## config.mk

```make
export PLATFORM = sky130hd
export DESIGN_NAME = anrx_rx_np_top
export DESIGN_NICKNAME = d
export VERILOG_FILES = /design/src/core/anrx_pkg.sv /design/src/core/anrx_match_if.sv /design/src/core/anrx_match.sv /design/src/core/anrx_rx_np_top.sv
export SDC_FILE = /design/constraint.sdc
export NUM_CORES = 1
export LEC_CHECK = 0
export BUFFER_PORTS_ARGS = -buffer_cell sky130_fd_sc_hd__buf_2
export CORE_MARGIN = 5
export CORE_UTILIZATION = 54
export CTS_CLUSTER_SIZE = 10
export DETAILED_ROUTE_END_ITERATION = 16
export PLACE_DENSITY = 0.93
export SYNTH_ARGS = -nofsm -noshare
export SYNTH_HDL_FRONTEND = slang
export SYNTH_SLANG_ARGS = --single-unit
```

## constraint.sdc

```tcl
create_clock -name sys_clk_i -period 3.7 [get_ports sys_clk_i]
set_input_delay 0.185 -clock sys_clk_i [delete_from_list [all_inputs] [get_ports sys_clk_i]]
set_output_delay 0.185 -clock sys_clk_i [all_outputs]
set_load 0.05 [all_outputs]
```

## src/core/anrx_pkg.sv

```systemverilog
// Constants for the received next-page status register block.
// Assumes a 32-bit APB slave on a single 20 MHz clock domain.
package anrx_pkg;

  // APB geometry.
  localparam int unsigned ADDR_W = 12;
  localparam int unsigned DATA_W = 32;
  localparam int unsigned WORD_W = 16;

  // Printed register index and the byte address derived from it.
  localparam logic [ADDR_W-1:0] RXNP_IDX  = 12'h00EA;
  localparam logic [ADDR_W-1:0] RXNP_ADDR = 12'(RXNP_IDX * 4);
  // Local control and status registers.
  localparam logic [ADDR_W-1:0] CTRL_ADDR = 12'h0400;
  localparam logic [ADDR_W-1:0] STAT_ADDR = 12'h0404;

  // Field positions of the link code word.
  localparam int unsigned NP_BIT     = 15;
  localparam int unsigned ACK_BIT    = 14;
  localparam int unsigned MP_BIT     = 13;
  localparam int unsigned CC_BIT     = 12;
  localparam int unsigned TOG_BIT    = 11;
  localparam int unsigned CODE_MSB   = 10;
  localparam int unsigned CODE_LSB   = 0;

  // Control register fields.
  localparam int unsigned CTRL_EN_BIT  = 0;
  localparam int unsigned CTRL_CHK_BIT = 1;
  localparam logic [1:0]  CTRL_RESET   = 2'h3;

  // Status register fields.
  localparam int unsigned STAT_TERR_BIT = 0;
  localparam int unsigned STAT_LAST_BIT = 1;
  localparam int unsigned STAT_CNT_LSB  = 8;
  localparam int unsigned CNT_W         = 8;

  // Reset values.
  localparam logic [WORD_W-1:0] RXNP_RESET = 16'h0000;
  localparam logic [CNT_W-1:0]  CNT_RESET  = 8'h00;

  // Consecutive consistent bursts needed before a word is trusted.
  localparam logic [1:0] MATCH_NEED = 2'h3;
  localparam logic [1:0] MATCH_ONE  = 2'h1;
  localparam logic [1:0] MATCH_ZERO = 2'h0;

  // Register selector returned by the address decoder.
  typedef enum logic [1:0] {
    ANRX_SEL_NONE = 2'b00,
    ANRX_SEL_RXNP = 2'b01,
    ANRX_SEL_CTRL = 2'b11,
    ANRX_SEL_STAT = 2'b10
  } anrx_sel_t;

  // Exchange progress, Gray coded along the usual path.
  typedef enum logic [1:0] {
    ANRX_WAIT_BASE = 2'b00,
    ANRX_NEXT      = 2'b01,
    ANRX_DONE      = 2'b11
  } anrx_state_t;

endpackage

```

## src/core/anrx_match_if.sv

```systemverilog
// Carrier between the top block and the burst consistency checker.
// Assumes both ends run on the same clock.
`timescale 1ns/1ps
`default_nettype none
interface anrx_match_if;
  logic                           ce;
  logic                           clear;
  logic                           valid;
  logic [anrx_pkg::WORD_W-1:0]    word;
  logic [1:0]                     count;
  logic                           hit;

  modport top (output ce, clear, valid, word, input count, hit);
  modport chk (input ce, clear, valid, word, output count, hit);
endinterface
`default_nettype wire

```

## src/core/anrx_match.sv

```systemverilog
// Counts consecutive received bursts that agree apart from the acknowledge bit.
// Assumes word strobes come from logic on the same clock.
`timescale 1ns/1ps
`default_nettype none
module anrx_match (
  // Clock and reset
  input  wire logic   sys_clk_i,
  input  wire logic   rst_i,
  // Checker side of the carrier
  anrx_match_if.chk   m
);

  logic [anrx_pkg::WORD_W-1:0] prev;
  logic [anrx_pkg::WORD_W-1:0] next_prev;
  logic [1:0]                  count;
  logic [1:0]                  next_count;
  logic [anrx_pkg::WORD_W-1:0] mask;
  logic                        same;

  // The acknowledge bit is ignored when comparing bursts.
  always_comb begin
    mask       = ~(16'h0001 << anrx_pkg::ACK_BIT);
    same       = ((m.word & mask) == (prev & mask)) && (count != anrx_pkg::MATCH_ZERO);
    next_prev  = prev;
    next_count = count;
    m.hit      = 1'b0;
    if (m.clear) begin
      next_count = anrx_pkg::MATCH_ZERO;
    end else if (m.valid) begin
      next_prev = m.word;
      if (!same) begin
        next_count = anrx_pkg::MATCH_ONE;
      end else if (count != anrx_pkg::MATCH_NEED) begin
        next_count = count + 2'h1;
        m.hit      = (count + 2'h1) == anrx_pkg::MATCH_NEED;
      end
    end
  end

  always_ff @(posedge sys_clk_i) begin
    if (rst_i) begin
      prev  <= anrx_pkg::RXNP_RESET;
      count <= anrx_pkg::MATCH_ZERO;
    end else if (m.ce) begin
      prev  <= next_prev;
      count <= next_count;
    end
  end

  assign m.count = count;

endmodule // anrx_match
`default_nettype wire

```

## src/core/anrx_rx_np_top.sv

```systemverilog
// Received next-page status register with its APB slave and page acceptance.
// Assumes the arbitration logic strobes decoded words on the same clock.
`timescale 1ns/1ps
`default_nettype none
module anrx_rx_np_top (
  // Clock, reset and clock enable
  input  wire logic                          sys_clk_i,
  input  wire logic                          rst_i,
  input  wire logic                          ce_i,
  // APB slave
  input  wire logic                          psel_i,
  input  wire logic                          penable_i,
  input  wire logic                          pwrite_i,
  input  wire logic [anrx_pkg::ADDR_W-1:0]   paddr_i,
  input  wire logic [anrx_pkg::DATA_W-1:0]   pwdata_i,
  output logic      [anrx_pkg::DATA_W-1:0]   prdata_o,
  output logic                               pready_o,
  output logic                               pslverr_o,
  // Arbitration side
  input  wire logic                          restart_i,
  input  wire logic                          base_valid_i,
  input  wire logic [anrx_pkg::WORD_W-1:0]   base_word_i,
  input  wire logic                          page_valid_i,
  input  wire logic [anrx_pkg::WORD_W-1:0]   page_word_i,
  output logic                               ack_o,
  output logic                               page_taken_o
);

  function automatic anrx_pkg::anrx_sel_t decode(input logic [anrx_pkg::ADDR_W-1:0] a);
    anrx_pkg::anrx_sel_t s;
    s = anrx_pkg::ANRX_SEL_NONE;
    if (a == anrx_pkg::RXNP_ADDR) s = anrx_pkg::ANRX_SEL_RXNP;
    if (a == anrx_pkg::CTRL_ADDR) s = anrx_pkg::ANRX_SEL_CTRL;
    if (a == anrx_pkg::STAT_ADDR) s = anrx_pkg::ANRX_SEL_STAT;
    return s;
  endfunction

  anrx_match_if mi ();

  anrx_match u_match (
    .sys_clk_i (sys_clk_i),
    .rst_i     (rst_i),
    .m         (mi.chk)
  );

  // Page exchange state.
  anrx_pkg::anrx_state_t       state;
  anrx_pkg::anrx_state_t       next_state;
  logic [anrx_pkg::WORD_W-1:0] rxnp;
  logic [anrx_pkg::WORD_W-1:0] next_rxnp;
  logic                        last_tog;
  logic                        next_last_tog;
  logic                        ack;
  logic                        next_ack;
  logic                        taken;
  logic                        next_taken;
  logic                        tog_ok;
  logic                        accept;
  logic                        hit_np;

  // Software state.
  logic [1:0]                  ctrl;
  logic [1:0]                  next_ctrl;
  logic                        terr;
  logic                        next_terr;
  logic                        last_seen;
  logic                        next_last_seen;
  logic [anrx_pkg::CNT_W-1:0]  pg_cnt;
  logic [anrx_pkg::CNT_W-1:0]  next_pg_cnt;

  // Bus state.
  logic [anrx_pkg::DATA_W-1:0] rdata;
  logic [anrx_pkg::DATA_W-1:0] next_rdata;
  logic                        rdy;
  logic                        next_rdy;
  logic                        err;
  logic                        next_err;
  logic                        wr_done;
  anrx_pkg::anrx_sel_t         sel;

  assign mi.ce    = ce_i;
  assign mi.clear = restart_i;
  assign mi.valid = page_valid_i && (state == anrx_pkg::ANRX_NEXT);
  assign mi.word  = page_word_i;

  // A next page is taken once three consistent bursts agree and, with the toggle check on, its toggle fits.
  always_comb begin
    hit_np         = mi.hit && ctrl[anrx_pkg::CTRL_EN_BIT] && !restart_i;
    tog_ok         = page_word_i[anrx_pkg::TOG_BIT] == ~last_tog;
    accept         = hit_np && (tog_ok || !ctrl[anrx_pkg::CTRL_CHK_BIT]);
    next_state     = state;
    next_rxnp      = rxnp;
    next_last_tog  = last_tog;
    next_ack       = ack;
    next_taken     = 1'b0;
    if (restart_i) begin
      next_state = anrx_pkg::ANRX_WAIT_BASE;
      next_ack   = 1'b0;
    end else begin
      unique case (state)
        anrx_pkg::ANRX_WAIT_BASE: begin
          if (base_valid_i) begin
            next_last_tog = base_word_i[anrx_pkg::TOG_BIT];
            next_state    = anrx_pkg::ANRX_NEXT;
          end
        end
        anrx_pkg::ANRX_NEXT: begin
          if (hit_np) begin
            next_ack = 1'b1;
          end
          if (accept) begin
            next_rxnp     = page_word_i;
            next_last_tog = page_word_i[anrx_pkg::TOG_BIT];
            next_taken    = 1'b1;
            if (!page_word_i[anrx_pkg::NP_BIT]) begin
              next_state = anrx_pkg::ANRX_DONE;
            end
          end
        end
        anrx_pkg::ANRX_DONE: begin
          next_state = anrx_pkg::ANRX_DONE;
        end
        default: begin
          next_state = anrx_pkg::ANRX_WAIT_BASE;
        end
      endcase
    end
  end

  always_ff @(posedge sys_clk_i) begin
    if (rst_i) begin
      state    <= anrx_pkg::ANRX_WAIT_BASE;
      rxnp     <= anrx_pkg::RXNP_RESET;
      last_tog <= 1'b0;
      ack      <= 1'b0;
      taken    <= 1'b0;
    end else if (ce_i) begin
      state    <= next_state;
      rxnp     <= next_rxnp;
      last_tog <= next_last_tog;
      ack      <= next_ack;
      taken    <= next_taken;
    end
  end

  // APB: answer in the second access cycle; writes land on the completing edge.
  always_comb begin
    sel        = decode(paddr_i);
    wr_done    = psel_i && penable_i && rdy && pwrite_i;
    next_rdy   = psel_i && penable_i && !rdy;
    next_err   = psel_i && penable_i && !rdy && (sel == anrx_pkg::ANRX_SEL_NONE);
    next_rdata = rdata;
    if (psel_i && penable_i && !rdy) begin
      next_rdata = '0;
      if (!pwrite_i) begin
        unique case (sel)
          anrx_pkg::ANRX_SEL_RXNP: next_rdata[anrx_pkg::WORD_W-1:0] = rxnp;
          anrx_pkg::ANRX_SEL_CTRL: next_rdata[anrx_pkg::CTRL_CHK_BIT:anrx_pkg::CTRL_EN_BIT] = ctrl;
          anrx_pkg::ANRX_SEL_STAT: begin
            next_rdata[anrx_pkg::STAT_TERR_BIT] = terr;
            next_rdata[anrx_pkg::STAT_LAST_BIT] = last_seen;
            next_rdata[anrx_pkg::STAT_CNT_LSB +: anrx_pkg::CNT_W] = pg_cnt;
          end
          anrx_pkg::ANRX_SEL_NONE: next_rdata = '0;
        endcase
      end
    end
  end

  always_comb begin
    next_ctrl      = ctrl;
    next_terr      = terr;
    next_last_seen = last_seen;
    next_pg_cnt    = pg_cnt;
    if (wr_done && sel == anrx_pkg::ANRX_SEL_CTRL) begin
      next_ctrl = pwdata_i[anrx_pkg::CTRL_CHK_BIT:anrx_pkg::CTRL_EN_BIT];
    end
    if (wr_done && sel == anrx_pkg::ANRX_SEL_STAT) begin
      if (pwdata_i[anrx_pkg::STAT_TERR_BIT]) next_terr = 1'b0;
      if (pwdata_i[anrx_pkg::STAT_LAST_BIT]) next_last_seen = 1'b0;
    end
    // Hardware events win over a clear in the same cycle.
    if (hit_np && !tog_ok && ctrl[anrx_pkg::CTRL_CHK_BIT]) begin
      next_terr = 1'b1;
    end
    if (accept) begin
      next_pg_cnt = pg_cnt + 8'h01;
      if (!page_word_i[anrx_pkg::NP_BIT]) next_last_seen = 1'b1;
    end
    if (restart_i) begin
      next_pg_cnt = anrx_pkg::CNT_RESET;
    end
  end

  always_ff @(posedge sys_clk_i) begin
    if (rst_i) begin
      rdata     <= '0;
      rdy       <= 1'b0;
      err       <= 1'b0;
      ctrl      <= anrx_pkg::CTRL_RESET;
      terr      <= 1'b0;
      last_seen <= 1'b0;
      pg_cnt    <= anrx_pkg::CNT_RESET;
    end else if (ce_i) begin
      rdata     <= next_rdata;
      rdy       <= next_rdy;
      err       <= next_err;
      ctrl      <= next_ctrl;
      terr      <= next_terr;
      last_seen <= next_last_seen;
      pg_cnt    <= next_pg_cnt;
    end
  end

  assign prdata_o     = rdata;
  assign pready_o     = rdy;
  assign pslverr_o    = err;
  assign ack_o        = ack;
  assign page_taken_o = taken;

  // Checks.
  property p_update;
    @(posedge sys_clk_i) disable iff (rst_i)
      (accept && ce_i) |=> (rxnp == $past(page_word_i)) && taken;
  endproperty
  AST_RXNP_UPDATE: assert property (p_update)
    else $error("Register did not take the accepted page whole.");

  // Read data was loaded from the register on the edge that raised ready.
  AST_ACK_POSITION: assert property (@(posedge sys_clk_i) disable iff (rst_i)
    (rdy && !$past(rdy) && !pwrite_i && sel == anrx_pkg::ANRX_SEL_RXNP && !err)
      |-> (rdata[anrx_pkg::ACK_BIT] == $past(rxnp[anrx_pkg::ACK_BIT])))
    else $error("Acknowledge bit read back from the wrong position.");

  AST_ACK_THREE: assert property (@(posedge sys_clk_i) disable iff (rst_i)
    $rose(ack) |-> (mi.count == anrx_pkg::MATCH_NEED))
    else $error("Acknowledge raised before three consistent bursts.");

  AST_TOGGLE_FIRST: assert property (@(posedge sys_clk_i) disable iff (rst_i)
    (state == anrx_pkg::ANRX_WAIT_BASE && base_valid_i && ce_i && !restart_i)
      |=> (last_tog == $past(base_word_i[anrx_pkg::TOG_BIT])))
    else $error("First expected toggle not tied to base word.");

  AST_TOGGLE_ALT: assert property (@(posedge sys_clk_i) disable iff (rst_i)
    (accept && ctrl[anrx_pkg::CTRL_CHK_BIT])
      |-> (page_word_i[anrx_pkg::TOG_BIT] != last_tog))
    else $error("Page accepted with a repeated toggle.");

  AST_RESET_ZERO: assert property (@(posedge sys_clk_i)
    rst_i |=> (rxnp == anrx_pkg::RXNP_RESET) && !rdy && !ack)
    else $error("Register not zero after reset.");

  AST_PREADY_PULSE: assert property (@(posedge sys_clk_i) disable iff (rst_i || !ce_i)
    rdy |=> !rdy)
    else $error("Ready held longer than one cycle.");

  AST_RO_WRITE: assert property (@(posedge sys_clk_i) disable iff (rst_i)
    (wr_done && sel == anrx_pkg::ANRX_SEL_RXNP && !accept) |=> $stable(rxnp))
    else $error("Write changed the read-only register.");

  AST_LAST_PAGE: assert property (@(posedge sys_clk_i) disable iff (rst_i)
    (accept && ce_i && !page_word_i[anrx_pkg::NP_BIT]) |=> (state == anrx_pkg::ANRX_DONE))
    else $error("Last page did not end the exchange.");

  AST_ACK_RESTART: assert property (@(posedge sys_clk_i) disable iff (rst_i)
    (restart_i && ce_i) |=> !ack)
    else $error("Acknowledge survived a restart.");

  AST_TERR_SET: assert property (@(posedge sys_clk_i) disable iff (rst_i)
    (hit_np && !tog_ok && ctrl[anrx_pkg::CTRL_CHK_BIT] && ce_i) |=> (terr && !taken))
    else $error("Refused toggle did not raise the error flag.");

  AST_UNMAPPED_ERR: assert property (@(posedge sys_clk_i) disable iff (rst_i)
    (psel_i && penable_i && !rdy && ce_i && sel == anrx_pkg::ANRX_SEL_NONE) |=> (rdy && err))
    else $error("Unmapped access answered without an error.");

  AST_TAKEN_PULSE: assert property (@(posedge sys_clk_i) disable iff (rst_i || !ce_i)
    taken |=> !taken)
    else $error("Page taken strobe held longer than one cycle.");

  COV_ACCEPT: cover property (@(posedge sys_clk_i) disable iff (rst_i) accept);
  COV_TERR:   cover property (@(posedge sys_clk_i) disable iff (rst_i) $rose(terr));
  COV_DONE:   cover property (@(posedge sys_clk_i) disable iff (rst_i)
    state == anrx_pkg::ANRX_DONE);
  COV_READ:   cover property (@(posedge sys_clk_i) disable iff (rst_i)
    rdy && sel == anrx_pkg::ANRX_SEL_RXNP && !pwrite_i);
  COV_NO_CHECK: cover property (@(posedge sys_clk_i) disable iff (rst_i) accept && !tog_ok);

endmodule // anrx_rx_np_top
`default_nettype wire

```

-- Yosys cells after proc, flatten, opt, wreduce, memory -nomap -nowiden
Cells that the tools add are included.
- register bits after elaboration: 85
- input port bits: 85
- output and inout bits: 36
- logic and storage cells: 113
- add/subtract/negate cells: 2
- eq/ne operators: 18
- multiplexer cells: 38
- bitwise operators: 2
- reduce and logical (&&, ||, !) cells: 39
- operators by type and width (cell ; number):
    $eq A12 B11 Y1 const B ; 2
    $mux W1 ; 20
    $mux W2 ; 10
    $mux W16 ; 1
    $mux W8 ; 2
    $pmux W8 S2 ; 1
    $reduce_bool A2 Y1 ; 8
    $eq A15 B15 Y1 ; 1
    $logic_and A1 B1 Y1 ; 14
    $eq A12 B10 Y1 const B ; 1
    $ne A3 B3 Y1 const B ; 4
    $reduce_and A3 Y1 ; 4
    $add A8 B1 Y8 const B ; 1
    $eq A2 B2 Y1 const B ; 4
    $pmux W2 S4 ; 1
    $reduce_and A4 Y1 ; 2
    $mux W6 ; 1
    $ne A2 B2 Y1 const B ; 3
    $pmux W2 S3 ; 1
    $reduce_and A2 Y1 ; 3
    $reduce_and A5 Y1 ; 1
    $eq A2 B1 Y1 const B ; 2
    $logic_not A1 Y1 ; 4
    $logic_not A2 Y1 ; 2
    5 further kinds ; 6

-- Depth between registers and ports, before layout
Gate-level depths: netlist of run 1.
- depth in word-level cells: 12
- mapped depth: 10
- gate-level depth less buffers: 10

-- Modules after synthesis
From an unflattened synthesis of run 1, not the netlist that was laid out.
- cell total of the unflattened synthesis: 409
- area total of the unflattened synthesis: 3289.4 µm²
- by module, submodules not included (module ; times used ; cells an instance ; area each (µm²) ; sequential area each (µm²)):
    anrx_rx_np_top ; 1 ; 300 ; 2419.8 ; 1021.0
    anrx_match ; 1 ; 109 ; 869.6 ; 340.3

-- Worst setup path after synthesis of run 1
OpenSTA, ideal clock, no wires.
- kind: input-to-reg
- start: in paddr_i[3] (netlist bit)
- end: reg rdata (netlist bit prdata_o[2])
- setup time: 0.070 ns
- arrival time: 1.974 ns
- data required time: 3.630 ns
- setup slack: 1.656 ns
- stages on the path: 8
- buffers on the path: 1
- cell sequence: nor4_1 -> nand3b_1 -> a211oi_1 -> ha_1 -> clkbuf_1 -> nor2b_1 -> nand3_1 -> a21oi_1
- longest elaborated chain between the ends: 7
- elaborated cells between the ends (all ways): 9
- those cells by class: eq/ne (4); mux (5)
- ends and longest elaborated chain (element ; line ; RTL):
    start, declared ; anrx_rx_np_top.sv:14 ; input wire logic [anrx_pkg::ADDR_W-1:0] paddr_i,
    $eq A12 B10 Y1 ; anrx_rx_np_top.sv:32 ; if (a == anrx_pkg::RXNP_ADDR) s = anrx_pkg::ANRX_SEL_RXNP;
    $mux W1 ; anrx_rx_np_top.sv:32 ;
    $mux W2 ; anrx_rx_np_top.sv:33 ; if (a == anrx_pkg::CTRL_ADDR) s = anrx_pkg::ANRX_SEL_CTRL;
    $mux W2 (*) ; anrx_rx_np_top.sv:34 ; if (a == anrx_pkg::STAT_ADDR) s = anrx_pkg::ANRX_SEL_STAT;
    $eq A2 B1 Y1 (*) ; anrx_rx_np_top.sv:156 ; unique case (sel)
    $mux W6 (*) ; anrx_rx_np_top.sv:156 ;
    $mux W16 (*) ; anrx_rx_np_top.sv:155 ; if (!pwrite_i) begin
    end signal, assigned ; anrx_rx_np_top.sv:205 ; rdata <= next_rdata;
    end, declared ; anrx_rx_np_top.sv:72 ; logic [anrx_pkg::DATA_W-1:0] rdata;
Every way passes the cells marked *; elsewhere a longest branch is shown, timed or not.
A chain may end at the register's enable or synchronous reset.

-- Final worst setup path of run 1
- start: reg u_match.count[0], in the netlist u_match.m.count[0]
- end: reg pg_cnt[0] (netlist bit)
- longest elaborated chain between the ends: 11
- elaborated cells between the ends (all ways): 14
- those cells by class: add/sub (1); eq/ne (2); mux (4); reduce/logical (7)
- ends and longest elaborated chain (element ; line ; RTL):
    start, declared ; anrx_match.sv:15 ; logic [1:0] count;
    start signal, assigned ; anrx_match.sv:43 ; count <= anrx_pkg::MATCH_ZERO;
    start signal, assigned ; anrx_match.sv:46 ; count <= next_count;
    $add A2 B1 Y2 ; anrx_match.sv:35 ; m.hit = (count + 2'h1) == anrx_pkg::MATCH_NEED;
    $eq A2 B2 Y1 ; anrx_match.sv:35 ;
    $mux W1 ; anrx_match.sv:33 ; end else if (count != anrx_pkg::MATCH_NEED) begin
    $mux W1 (*) ; anrx_match.sv:31 ; if (!same) begin
    $mux W1 (*) ; anrx_match.sv:29 ; end else if (m.valid) begin
    $mux W1 (*) ; anrx_match.sv:27 ; if (m.clear) begin
    $logic_and A1 B1 Y1 (*) (2 in series) ; anrx_rx_np_top.sv:88 ; hit_np = mi.hit && ctrl[anrx_pkg::CTRL_EN_BIT] && !restart_i;
    $logic_and A1 B1 Y1 (*) ; anrx_rx_np_top.sv:90 ; accept = hit_np && (tog_ok || !ctrl[anrx_pkg::CTRL_CHK_BIT]);
    $reduce_bool A2 Y1 (no line) (*) ; - ;
    $reduce_and A2 Y1 (no line) (*) ; - ;
    end signal, assigned ; anrx_rx_np_top.sv:203 ; pg_cnt <= anrx_pkg::CNT_RESET;
    end signal, assigned ; anrx_rx_np_top.sv:211 ; pg_cnt <= next_pg_cnt;
    end, declared ; anrx_rx_np_top.sv:68 ; logic [anrx_pkg::CNT_W-1:0] pg_cnt;
Marks and branches as above.

==> flow_metrics.py, run 1 <==
metrics = {
    "clock_tree": {
        "cts_tree": "yes",
        "path_clk_slew_ns": 0.08,
        "hold_buffers": 0,
        "cts.root.buffer_cell": "clkbuf_8",
        "post-cts-setup-buffer-count": 0,
        "h-tree-depth": 3,
        "clockBufferDepth": 2,
        "clk-insertion-delay-late_ns": 0.36,
        "cts.repair.resized": 0,
        "cts_num_sinks": 68,
        "numCtsBuffers": 9,
    },
    "pwr": {
        "p_int_uw": 1150,
        "leakagePower_uw": 0.00148,
        "p_sw_uw": 412,
        "powerDensity_nw_per_um2": 407,
        "p_comb_frac": 0.083,
        "pwr-share-seq": 0.473,
        "switching_share": 0.263,
        "clkPwrFrac": 0.444,
        "max-vdd-ir-drop_v": 0.000294,
    },
    "critical_path": {
        "cp-end-kind": "register",
        "cp-start-kind": "register",
        "path_buf_inv": 1,
        "arrival_ns": 2.70,
        "required_ns": 3.96,
        "crit_family": "simple AND/OR/NAND/NOR gates",
        "timing.rr.start": "u_match.m.count[0]$_SDFFE_PP0P_",
        "crit_chain": "inv_1 -> ha_1 -> nor4_2 -> and4_1 -> nand3_1 -> o31ai_1",
        "r2r_end": "pg_cnt[0]$_SDFFE_PP0P_",
        "ff2ff_path_depth": 6,
        "slowest_delay_ns": 0.75,
        "path_max_fanout": 24,
        "worstSetupPathType": "reg2reg",
        "r2r_slack_ns": 1.27,
        "crit_slowest_cell": "and4_1",
    },
    "die": {
        "die_area_um2": 7970,
        "rows": 28,
        "die_h_um": 89.3,
        "core_area_um2": 6030,
        "io_pins": 121,
        "die_w_um": 89.3,
        "start_util": 0.563,
    },
    "status": {
        "status": "complete, no violations",
    },
    "sta": {
        "rsz0062_at_grt": "no",
        "hold_viol_final": 0,
        "clock_skew_ns": 0.00611,
        "period_share": 0.657,
        "relSlewSlack": 0.401,
        "max_freq_mhz": 411,
        "whs_ns": 0.0811,
        "drv_slew": 0,
        "tightest_slew_ns": 0.899,
        "fin_crit_ns": 2.43,
        "tns_ns": 0,
        "finalSetupViolations": 0,
    },
    "synth": {
        "ys_warn_count": 0,
        "async_reset_ff_frac": 0,
        "yosys_most_used_dff": "dfxtp_1",
        "synth_top_area_frac": 0.401,
        "synth.avg_cell_area_um2": 8.06,
        "syn_inst": 421,
        "synthTopCellsByArea": "dfxtp_1 40%, a21oi_1 8.0%, nand2_1 6.1%",
        "synth-seq-cells": 68,
        "synth_most_common_cell": "dfxtp_1",
        "synth_top_cell_by_area": "dfxtp_1",
        "ys_top_cells_by_count": "68 x dfxtp_1, 55 x nand2_1, 54 x a21oi_1, 32 x nand3_1, 25 x nor2_1",
        "netlist_area_um2": 3390,
        "synth_edf_count": 0,
        "ys_seq_area_frac": 0.401,
        "synth.distinct_cells": 48,
    },
    "finish": {
        "utilization": 0.639,
        "diodes": 0,
        "final_area_um2": 3850,
        "fillers": 504,
        "nNetsFinal": 559,
        "drive_above_1_share": 0.183,
        "area_growth_pct": 13.4,
    },
    "routing": {
        "dr.pass1.iters": 6,
        "final_antenna_net_count": 0,
        "drt_iter0_drc": 340,
        "drc": 0,
        "wire_per_inst_um": 15.4,
        "avgViaCountPerCell": 5.80,
        "vias": 3159,
        "routed_wl_um": 8370,
    },
    "placement": {
        "place_area_um2": 3630,
        "portBuffers": 59,
        "hpwl_um": 5960,
        "gp_congestion": 0.858,
    },
    "global_routing": {
        "grt_pass1_vias": 2926,
        "grt_usage": 0.221,
        "grt_overflow": 0,
        "grt_max_degree": 62,
        "antenna_found_initial": 0,
        "grt_pass1_wl_um": 13600,
    },
    "job": {
        "drv_cap": 0,
    },
    "hold_path": {
        "min_to": "ctrl[1]$_SDFFE_PP1P_",
        "worst_hold_path_type": "in2reg",
        "min_delay_path_depth": 3,
        "min-delay-start": "pwdata_i[1]",
    },
}
==> cell families after synthesis <==
| kind of cell | after synthesis | synth area share |
|---|---|---|
| AND/OR/NAND/NOR | 166 | 0.253 |
| AO/OA/AOI/OAI | 103 | 0.177 |
| flip-flops | 68 | 0.401 |
| buffers and inverters | 53 | 0.0792 |
| XOR/XNOR | 16 | 0.0413 |
| adder cells (fa/ha/maj) | 9 | 0.0332 |
| multiplexers | 5 | 0.0147 |
| other | 1 | 0.00110 |
==> through the flow <==
step                      setup WS, ns  power, uW  std cells
after floorplan                   1.66        858        436
after global placement            1.38        882        529
after detailed placement          1.24        885        529
after CTS                         1.28       1570        545
after global routing              1.02       1630        545
final                             1.27       1570        545
==> cell type report <==
type | count | area (um^2) | share of cell area
inverter | 9 | 33.8 | 0.00877
clock buffer | 9 | 124 | 0.0322
clock inverter | 7 | 98.8 | 0.0257
tap | 75 | 93.8 | 0.0244
timing repair buffer | 62 | 318 | 0.0825
multi-input combinational | 315 | 1820 | 0.473
sequential | 68 | 1360 | 0.354
==> flip-flops by register name, indices dropped and copies added (netlist names) <==
name	cells
ack_o	1
ctrl	2
last_seen	1
last_tog	1
page_taken_o	1
pg_cnt	8
prdata_o	16
pready_o	1
pslverr_o	1
rxnp	16
state	2
terr	1
u_match.m.count	2
u_match.prev	15
==> cells in the final DEF (no fill, tap or decap), drive strengths merged, types with 3 or more instances in the layout <==
cell	count
dfxtp	68
buf	62
nand2	55
a21oi	54
nand3	32
nor2	25
o21ai	18
nor3	16
conb	16
xor2	15
a22oi	12
inv	11
nand2b	9
ha	9
clkbuf	9
mux2i	5
nor2b	5
nor4	5
nand4	4
nand3b	3
a211oi	3
o31ai	3
a32oi	3
==> how the worst max path moves through the flow <==
stage	from	end	slack (ns)	cells past startpoint
finish	u_match.m.count[0]$_SDFFE_PP0P_	pg_cnt[0]$_SDFFE_PP0P_	1.27	6
global route	u_match.m.count[0]$_SDFFE_PP0P_	pg_cnt[0]$_SDFFE_PP0P_	1.02	6
CTS	u_match.m.count[0]$_SDFFE_PP0P_	pg_cnt[1]$_SDFFE_PP0P_	1.28	6
detailed placement	paddr_i[3]	prdata_o[9]$_SDFFE_PP0P_	1.24	10
global placement	paddr_i[3]	prdata_o[3]$_SDFFE_PP0P_	1.38	8
floorplan	paddr_i[3]	prdata_o[2]$_SDFFE_PP0P_	1.66	8
==> worst reg2reg max path, delay by kind of cell (launching register included) <==
kind                       cells  cell delay (ns)
and+or+nand+nor                3             1.34
DFF                            1             0.40
buffers and inverters          1             0.11
AOI/OAI and AO/OA              1             0.27
adders and majority gates      1             0.22
==> power by group through the flow <==
stage,logic [uW],registers [uW],clock network [uW]
2_1_floorplan,100,758,0
3_3_place_gp,125,756,0
3_5_place_dp,128,757,0
4_1_cts,129,740,701
5_1_grt,140,740,747
6_report,131,740,695
==> metal layers <==
metal,up-vias,global-route usage,part of all wire
met4,0,0.134,0.035
met1,1442,0.280,0.42
met2,163,0.352,0.46
li1,1530,-,-
met3,24,0.0369,0.084
met5,-,0,0
No activity file was read; power rests on OpenSTA's default activity.
==> inputs of run 2 (changes only) <==
--- a/config.mk
+++ b/config.mk
@@ -5,12 +5,13 @@
 export SDC_FILE = /design/constraint.sdc
 export NUM_CORES = 1
 export LEC_CHECK = 0
+export ABC_AREA = 1
 export BUFFER_PORTS_ARGS = -buffer_cell sky130_fd_sc_hd__buf_2
 export CORE_MARGIN = 5
-export CORE_UTILIZATION = 54
+export CORE_UTILIZATION = 45
 export CTS_CLUSTER_SIZE = 10
 export DETAILED_ROUTE_END_ITERATION = 16
-export PLACE_DENSITY = 0.93
+export PLACE_DENSITY = 0.83
 export SYNTH_ARGS = -nofsm -noshare
 export SYNTH_HDL_FRONTEND = slang
 export SYNTH_SLANG_ARGS = --single-unit
==> constraint.sdc (replaced) <==
create_clock -name sys_clk_i -period 2.1 [get_ports sys_clk_i]
set_input_delay 0.105 -clock sys_clk_i [delete_from_list [all_inputs] [get_ports sys_clk_i]]
set_output_delay 0.105 -clock sys_clk_i [all_outputs]
set_load 0.05 [all_outputs]
==> flow_metrics.py, run 2 <==
metrics = {
    "global_routing": {
        "grt_max_degree": 34,
        "antenna_found_initial": 0,
        "grt_pass1_wl_um": 13600,
        "grt_overflow": 0,
        "grt_pass1_vias": 3020,
        "grt_usage": 0.172,
    },
    "synth": {
        "netlist_area_um2": 3500,
        "synth_top_cell_by_area": "dfxtp_1",
        "ys_warn_count": 0,
        "synth_edf_count": 0,
        "synth_top_area_frac": 0.389,
        "synth-seq-cells": 68,
        "async_reset_ff_frac": 0,
        "synthTopCellsByArea": "dfxtp_1 39%, nand2_1 9.8%, a21oi_1 6.4%",
        "syn_inst": 480,
        "ys_top_cells_by_count": "91 x nand2_1, 68 x dfxtp_1, 58 x inv_1, 45 x a21oi_1, 34 x nor2_1",
        "ys_seq_area_frac": 0.389,
        "yosys_most_used_dff": "dfxtp_1",
        "synth.distinct_cells": 38,
        "synth.avg_cell_area_um2": 7.29,
        "synth_most_common_cell": "nand2_1",
    },
    "clock_tree": {
        "h-tree-depth": 3,
        "cts_tree": "yes",
        "clk-insertion-delay-late_ns": 0.35,
        "path_clk_slew_ns": 0.07,
        "cts.root.buffer_cell": "clkbuf_8",
        "numCtsBuffers": 9,
        "clockBufferDepth": 2,
        "cts_num_sinks": 68,
    },
    "critical_path": {
        "crit_chain": "inv_1 -> ha_1 -> nor2_1 -> nand2_1 -> nor2_2 -> nand2_2 -> nor2_4 -> nand4_4 -> buf_12 -> o21ai_0 -> a21oi_1",
        "cp-start-kind": "register",
        "crit_slowest_cell": "dfxtp_2",
        "slowest_delay_ns": 0.37,
        "arrival_ns": 2.20,
        "worstSetupPathType": "reg2reg",
        "cp-end-kind": "register",
        "crit_family": "simple AND/OR/NAND/NOR gates",
        "required_ns": 2.33,
        "path_max_fanout": 17,
        "path_buf_inv": 2,
    },
    "placement": {
        "preCtsSetupSlack_ns": -0.0348,
        "portBuffers": 59,
        "place_area_um2": 3850,
        "gp_congestion": 0.828,
        "dp_cells": 633,
        "hpwl_um": 6370,
    },
    "job": {
        "drv_cap": 0,
    },
    "routing": {
        "drt_iter0_drc": 176,
        "vias": 3316,
        "final_antenna_net_count": 0,
        "avgViaCountPerCell": 5.07,
        "drc": 0,
        "routed_wl_um": 8610,
        "dr.pass1.iters": 5,
        "wire_per_inst_um": 13.2,
    },
    "sta": {
        "finalSetupViolations": 0,
        "hold_viol_final": 0,
        "max_freq_mhz": 508,
        "drv_slew": 0,
        "period_share": 0.937,
        "setup_ws_ns": 0.132,
        "fin_crit_ns": 1.97,
        "clock_skew_ns": 0.0107,
    },
    "finish": {
        "area_growth_pct": 17.7,
        "fin_cells": 654,
        "drive_above_1_share": 0.221,
        "utilization": 0.539,
        "diodes": 0,
        "final_area_um2": 4120,
        "final_cell_mix": "91 x nand2_1, 66 x dfxtp_1, 59 x buf_2",
        "nNetsFinal": 641,
        "final_common_cell": "nand2_1",
        "fillers": 731,
    },
    "pwr": {
        "p_comb_frac": 0.098,
        "leakagePower_uw": 0.00179,
        "powerDensity_nw_per_um2": 667,
        "p_sw_uw": 702,
        "pwr-share-seq": 0.476,
        "max-vdd-ir-drop_v": 0.000436,
        "p_int_uw": 2050,
        "finalPower_uw": 2750,
        "clkPwrFrac": 0.426,
        "switching_share": 0.255,
    },
    "die": {
        "die_area_um2": 9640,
        "rows": 32,
        "die_w_um": 98.2,
        "io_pins": 121,
        "start_util": 0.458,
        "die_h_um": 98.2,
        "core_area_um2": 7650,
    },
    "hold_path": {
        "worst_hold_path_type": "in2reg",
    },
    "status": {
        "status": "complete, no violations",
    },
}
## run 2: changes by cell type after synthesis, sizes merged, moves of 11 or more
cell | previous run | this run
inv | 9 | 65
nand2 | 55 | 98
o21ai | 18 | 40
nor2 | 25 | 39
nor3 | 16 | 4
clkbuf | 21 | 10
## run 2: layer usage
metal	vias up	share of wire	global-route usage
met5	-	0	0
met4	0	0.016	0.0725
met3	13	0.077	0.0400
met2	133	0.49	0.286
met1	1510	0.42	0.214
li1	1660	-	-
## run 2: what timing repair did
action / 4_1_cts / 5_1_grt
setup endpoints to repair: 0 / 19
gates resized for setup: 0 / 3
setup buffers: 0 / 4
hold buffers: 0 / 0
## run 2: final timing paths
path,startpoint,endpoint,slack (ns),cells after the start
hold / removal,page_word_i[2],u_match.prev[2]$_SDFFE_PP0P_,0.04,3
setup reg to reg,u_match.m.count[0]$_SDFFE_PP0P_,rxnp[9]$_SDFFE_PP0P_,0.13,11
hold reg to reg,ack_o$_SDFFE_PP0P_,ack_o$_SDFFE_PP0P_,0.44,2
setup / recovery,u_match.m.count[0]$_SDFFE_PP0P_,rxnp[9]$_SDFFE_PP0P_,0.13,11
## run 2: cell families (layout without fill, tap and decap cells)
group / after synthesis / in the layout / share of synthesized area
AOI/OAI and AO/OA: 109 / 109 / 0.175
xor gates and xnor gates: 9 / 9 / 0.0225
adders and majority gates: 9 / 9 / 0.0322
buffers and inverters: 99 / 155 / 0.132
DFF: 68 / 68 / 0.389
other: 1 / 16 / 0.00107
and+or+nand+nor: 185 / 186 / 0.248
## run 2: through the flow
step / setup TNS (ns) / hold WS [ns]
after detailed placement: -0.0596 / 0.400
after global routing: -0.0127 / 0.0523
after floorplan: 0 / 0.250
after CTS: 0 / 0.0240
after global placement: 0 / 0.392
final: 0 / 0.0386
## run 2: power by group through the flow
stage | clock [uW] | combinational, uW | sequential (uW)
floorplan | 0 | 205 | 1340
global placement | 0 | 260 | 1340
detailed placement | 0 | 266 | 1340
CTS | 1200 | 268 | 1310
global route | 1240 | 297 | 1310
finish | 1170 | 270 | 1310
## run 2: cell type report
cell class                 instances  area (um^2)  area share
multi-input combinational        329         1750       0.424
clock inverter                     3         42.5      0.0103
tap                              102          128      0.0310
inverter                          66          248      0.0601
timing repair buffer              73          413       0.100
sequential                        68         1360       0.331
clock buffer                      13          179      0.0434
## run 2: worst reg2reg max path: stages (launching register included)
cell	delay, ns
dfxtp_2	0.37
inv_1	0.08
ha_1	0.20
nor2_1	0.10
nand2_1	0.07
nor2_2	0.11
nand2_2	0.07
nor2_4	0.23
nand4_4	0.21
buf_12	0.22
o21ai_0	0.15
a21oi_1	0.05
==> inputs of run 3 (changes only) <==
--- a/config.mk
+++ b/config.mk
@@ -7,11 +7,13 @@
 export LEC_CHECK = 0
 export ABC_AREA = 1
 export BUFFER_PORTS_ARGS = -buffer_cell sky130_fd_sc_hd__buf_2
+export CAP_MARGIN = 20
 export CORE_MARGIN = 5
-export CORE_UTILIZATION = 45
+export CORE_UTILIZATION = 46
 export CTS_CLUSTER_SIZE = 10
 export DETAILED_ROUTE_END_ITERATION = 16
-export PLACE_DENSITY = 0.83
+export PLACE_DENSITY = 0.84
 export SYNTH_ARGS = -nofsm -noshare
 export SYNTH_HDL_FRONTEND = slang
+export SYNTH_HIERARCHICAL = 1
 export SYNTH_SLANG_ARGS = --single-unit
==> flow_metrics.py, run 3 <==
metrics = {
    "status": {
        "status": "complete, no violations",
    },
    "job": {
        "drv_cap": 0,
    },
    "synth": {
        "synth_top_cell_by_area": "dfxtp_1",
        "async_reset_ff_frac": 0,
        "synth-seq-cells": 68,
        "synth_most_common_cell": "nand2_1",
        "synthTopCellsByArea": "dfxtp_1 38%, nand2_1 14%, nor2_1 6.6%",
        "synth.avg_cell_area_um2": 6.96,
        "synth.distinct_cells": 34,
        "synth_edf_count": 0,
        "ys_top_cells_by_count": "133 x nand2_1, 68 x dfxtp_1, 64 x nor2_1, 57 x inv_1, 44 x a21oi_1",
        "synth_top_area_frac": 0.375,
        "yosys_most_used_dff": "dfxtp_1",
        "ys_seq_area_frac": 0.375,
        "netlist_area_um2": 3630,
        "ys_warn_count": 6,
        "syn_inst": 521,
    },
    "placement": {
        "dp_cells": 683,
        "gp_congestion": 0.840,
        "hpwl_um": 6700,
        "preCtsSetupSlack_ns": -0.104,
        "portBuffers": 59,
    },
    "critical_path": {
        "cp-start-kind": "register",
        "r2r_slack_ns": 0.11,
        "arrival_ns": 2.26,
        "cp-end-kind": "register",
        "path_max_fanout": 2,
        "ff2ff_path_depth": 18,
        "worstSetupPathType": "reg2reg",
        "required_ns": 2.37,
        "r2r_end": "state[1]$_SDFFE_PP0P_",
        "timing.rr.start": "u_match/m.count[1]$_SDFFE_PP0P_",
    },
    "sta": {
        "period_share": 0.945,
        "hold_viol_final": 0,
        "fin_crit_ns": 1.99,
        "tns_ns": 0,
        "drv_slew": 0,
        "relSlewSlack": 0.656,
        "tightest_slew_ns": 0.516,
        "finalSetupViolations": 0,
        "setup_ws_ns": 0.115,
        "max_freq_mhz": 504,
        "clock_skew_ns": 0.00804,
    },
    "hold_path": {
        "min_delay_path_depth": 3,
        "min-delay-start": "pwdata_i[1]",
        "worst_hold_path_type": "in2reg",
        "min_to": "ctrl[1]$_SDFFE_PP1P_",
    },
    "die": {
        "die_w_um": 98.8,
        "rows": 32,
        "die_h_um": 98.8,
        "io_pins": 121,
        "start_util": 0.472,
        "core_area_um2": 7690,
        "die_area_um2": 9760,
    },
    "finish": {
        "multi_input_area_um2": 1960,
        "diodes": 0,
        "fillers": 714,
        "utilization": 0.566,
        "final_cell_mix": "130 x nand2_1, 66 x dfxtp_1, 61 x nor2_1",
        "fin_cells": 704,
        "final_common_cell": "nand2_1",
        "seq_area_um2": 1360,
        "area_growth_pct": 20.0,
        "nNetsFinal": 693,
        "drive_above_1_share": 0.254,
    },
    "clock_tree": {
        "h-tree-depth": 3,
        "numCtsBuffers": 9,
        "clockBufferDepth": 2,
        "clk-insertion-delay-late_ns": 0.34,
        "cts.root.buffer_cell": "clkbuf_8",
        "path_clk_slew_ns": 0.07,
        "cts_tree": "yes",
        "cts_num_sinks": 68,
    },
    "pwr": {
        "p_int_uw": 1840,
        "clkPwrFrac": 0.353,
        "pwr-share-seq": 0.518,
        "switching_share": 0.275,
        "leakagePower_uw": 0.00191,
        "powerDensity_nw_per_um2": 582,
        "p_sw_uw": 698,
        "max-vdd-ir-drop_v": 0.000437,
        "p_comb_frac": 0.129,
    },
    "routing": {
        "vias": 3566,
        "final_antenna_net_count": 0,
        "drt_iter0_drc": 195,
        "avgViaCountPerCell": 5.07,
        "wire_per_inst_um": 13.2,
        "dr.pass1.iters": 5,
        "routed_wl_um": 9280,
        "drc": 0,
    },
    "global_routing": {
        "grt_max_degree": 23,
        "grt_pass1_vias": 3393,
        "antenna_found_initial": 0,
        "grt_pass1_wl_um": 15100,
        "grt_usage": 0.189,
        "grt_overflow": 0,
    },
}
-- run 3: changes by cell type in the layout (fill, tap and decap cells not counted), moves of 5 or more --
cell,delta
xor2_1,-5
nor2_1,+27
nand3_1,-10
nand2_1,+39
a21oi_1,-5
o21ai_1,-9
nor2_4,+5
a21oi_2,+8
nand3_2,+9
buf_4,+7
-- run 3: what timing repair did --
action / in CTS / in global routing
cloned: 1 / 0
endpoints found under the setup margin: 21 / 30
hold buffers: 1 / 0
hold endpoints to repair: 1 / 0
pin swaps: 3 / 15
resized for setup: 9 / 24
setup buffers: 5 / 0
-- run 3: kinds of logic (layout without fill, tap and decap cells) --
logic type | after synthesis | count (layout) | synth area share
compound gates | 96 | 96 | 0.150
xor+xnor | 1 | 1 | 0.00241
fa+ha+maj | 9 | 9 | 0.0310
buf+inv | 92 | 158 | 0.124
flops | 68 | 68 | 0.375
other cells | 1 | 16 | 0.00103
simple gates | 254 | 254 | 0.316
-- run 3: cell type report --
cell class / count / area share
clock inverter: 3 / 0.00345
sequential: 68 / 0.313
inverter: 61 / 0.0537
multi-input combinational: 376 / 0.450
timing repair buffer: 83 / 0.118
tap: 102 / 0.0293
clock buffer: 11 / 0.0325
-- run 3: worst max-delay path by stage --
| stage | end | start | slack (ns) |
|---|---|---|---|
| 6_report | state[1]$_SDFFE_PP0P_ | u_match/m.count[1]$_SDFFE_PP0P_ | 0.11 |
| 5_1_grt | state[1]$_SDFFE_PP0P_ | u_match/m.count[0]$_SDFFE_PP0P_ | -0.03 |
| 4_1_cts | last_tog$_SDFFE_PP0P_ | u_match/m.count[0]$_SDFFE_PP0P_ | -0.03 |
| 3_5_place_dp | rxnp[4]$_SDFFE_PP0P_ | u_match/m.count[0]$_SDFFE_PP0P_ | -0.10 |
| 3_3_place_gp | rxnp[3]$_SDFFE_PP0P_ | u_match/m.count[0]$_SDFFE_PP0P_ | 0.02 |
| 2_1_floorplan | rxnp[0]$_SDFFE_PP0P_ | u_match/m.count[0]$_SDFFE_PP0P_ | 0.07 |
-- run 3: per-layer routing --
| layer | track usage | routed length, um |
|---|---|---|
| met5 | 0 | 0 |
| met4 | 0.0515 | 183 |
| met3 | 0.0573 | 760 |
| met2 | 0.330 | 4480 |
| met1 | 0.225 | 3860 |
-- run 3: through the flow --
| stage | power (uW) | hold WS [ns] | area [um^2] |
|---|---|---|---|
| 4_1_cts | 2540 | 0.0198 | 4290 |
| 3_3_place_gp | 1630 | 0.352 | 4030 |
| 5_1_grt | 2650 | 0.0226 | 4350 |
| 6_report | 2540 | 0.0327 | 4350 |
| 3_5_place_dp | 1650 | 0.361 | 4030 |
| 2_1_floorplan | 1570 | 0.218 | 3680 |
-- run 3: critical path, stage by stage, from the launching register on --
cell and delay [ns]:
dfxtp_2 0.34, inv_2 0.05, ha_4 0.15, inv_2 0.05, nand2_2 0.04, nor2_2 0.08, nand2_2 0.07, nor2_4 0.09
nand2_2 0.07, nor2_4 0.12, buf_6 0.11, buf_4 0.09, buf_4 0.09, nand2_1 0.05, nor2_2 0.12, nand3_1 0.09
nand2_1 0.09, nand3_1 0.08, a21oi_1 0.15
-- run 3: power groups by stage --
stage / sequential [uW] / clock, uW / combinational [uW]
global placement: 1340 / 0 / 294
floorplan: 1350 / 0 / 223
CTS: 1310 / 923 / 308
global route: 1310 / 979 / 357
finish: 1310 / 895 / 327
detailed placement: 1340 / 0 / 304
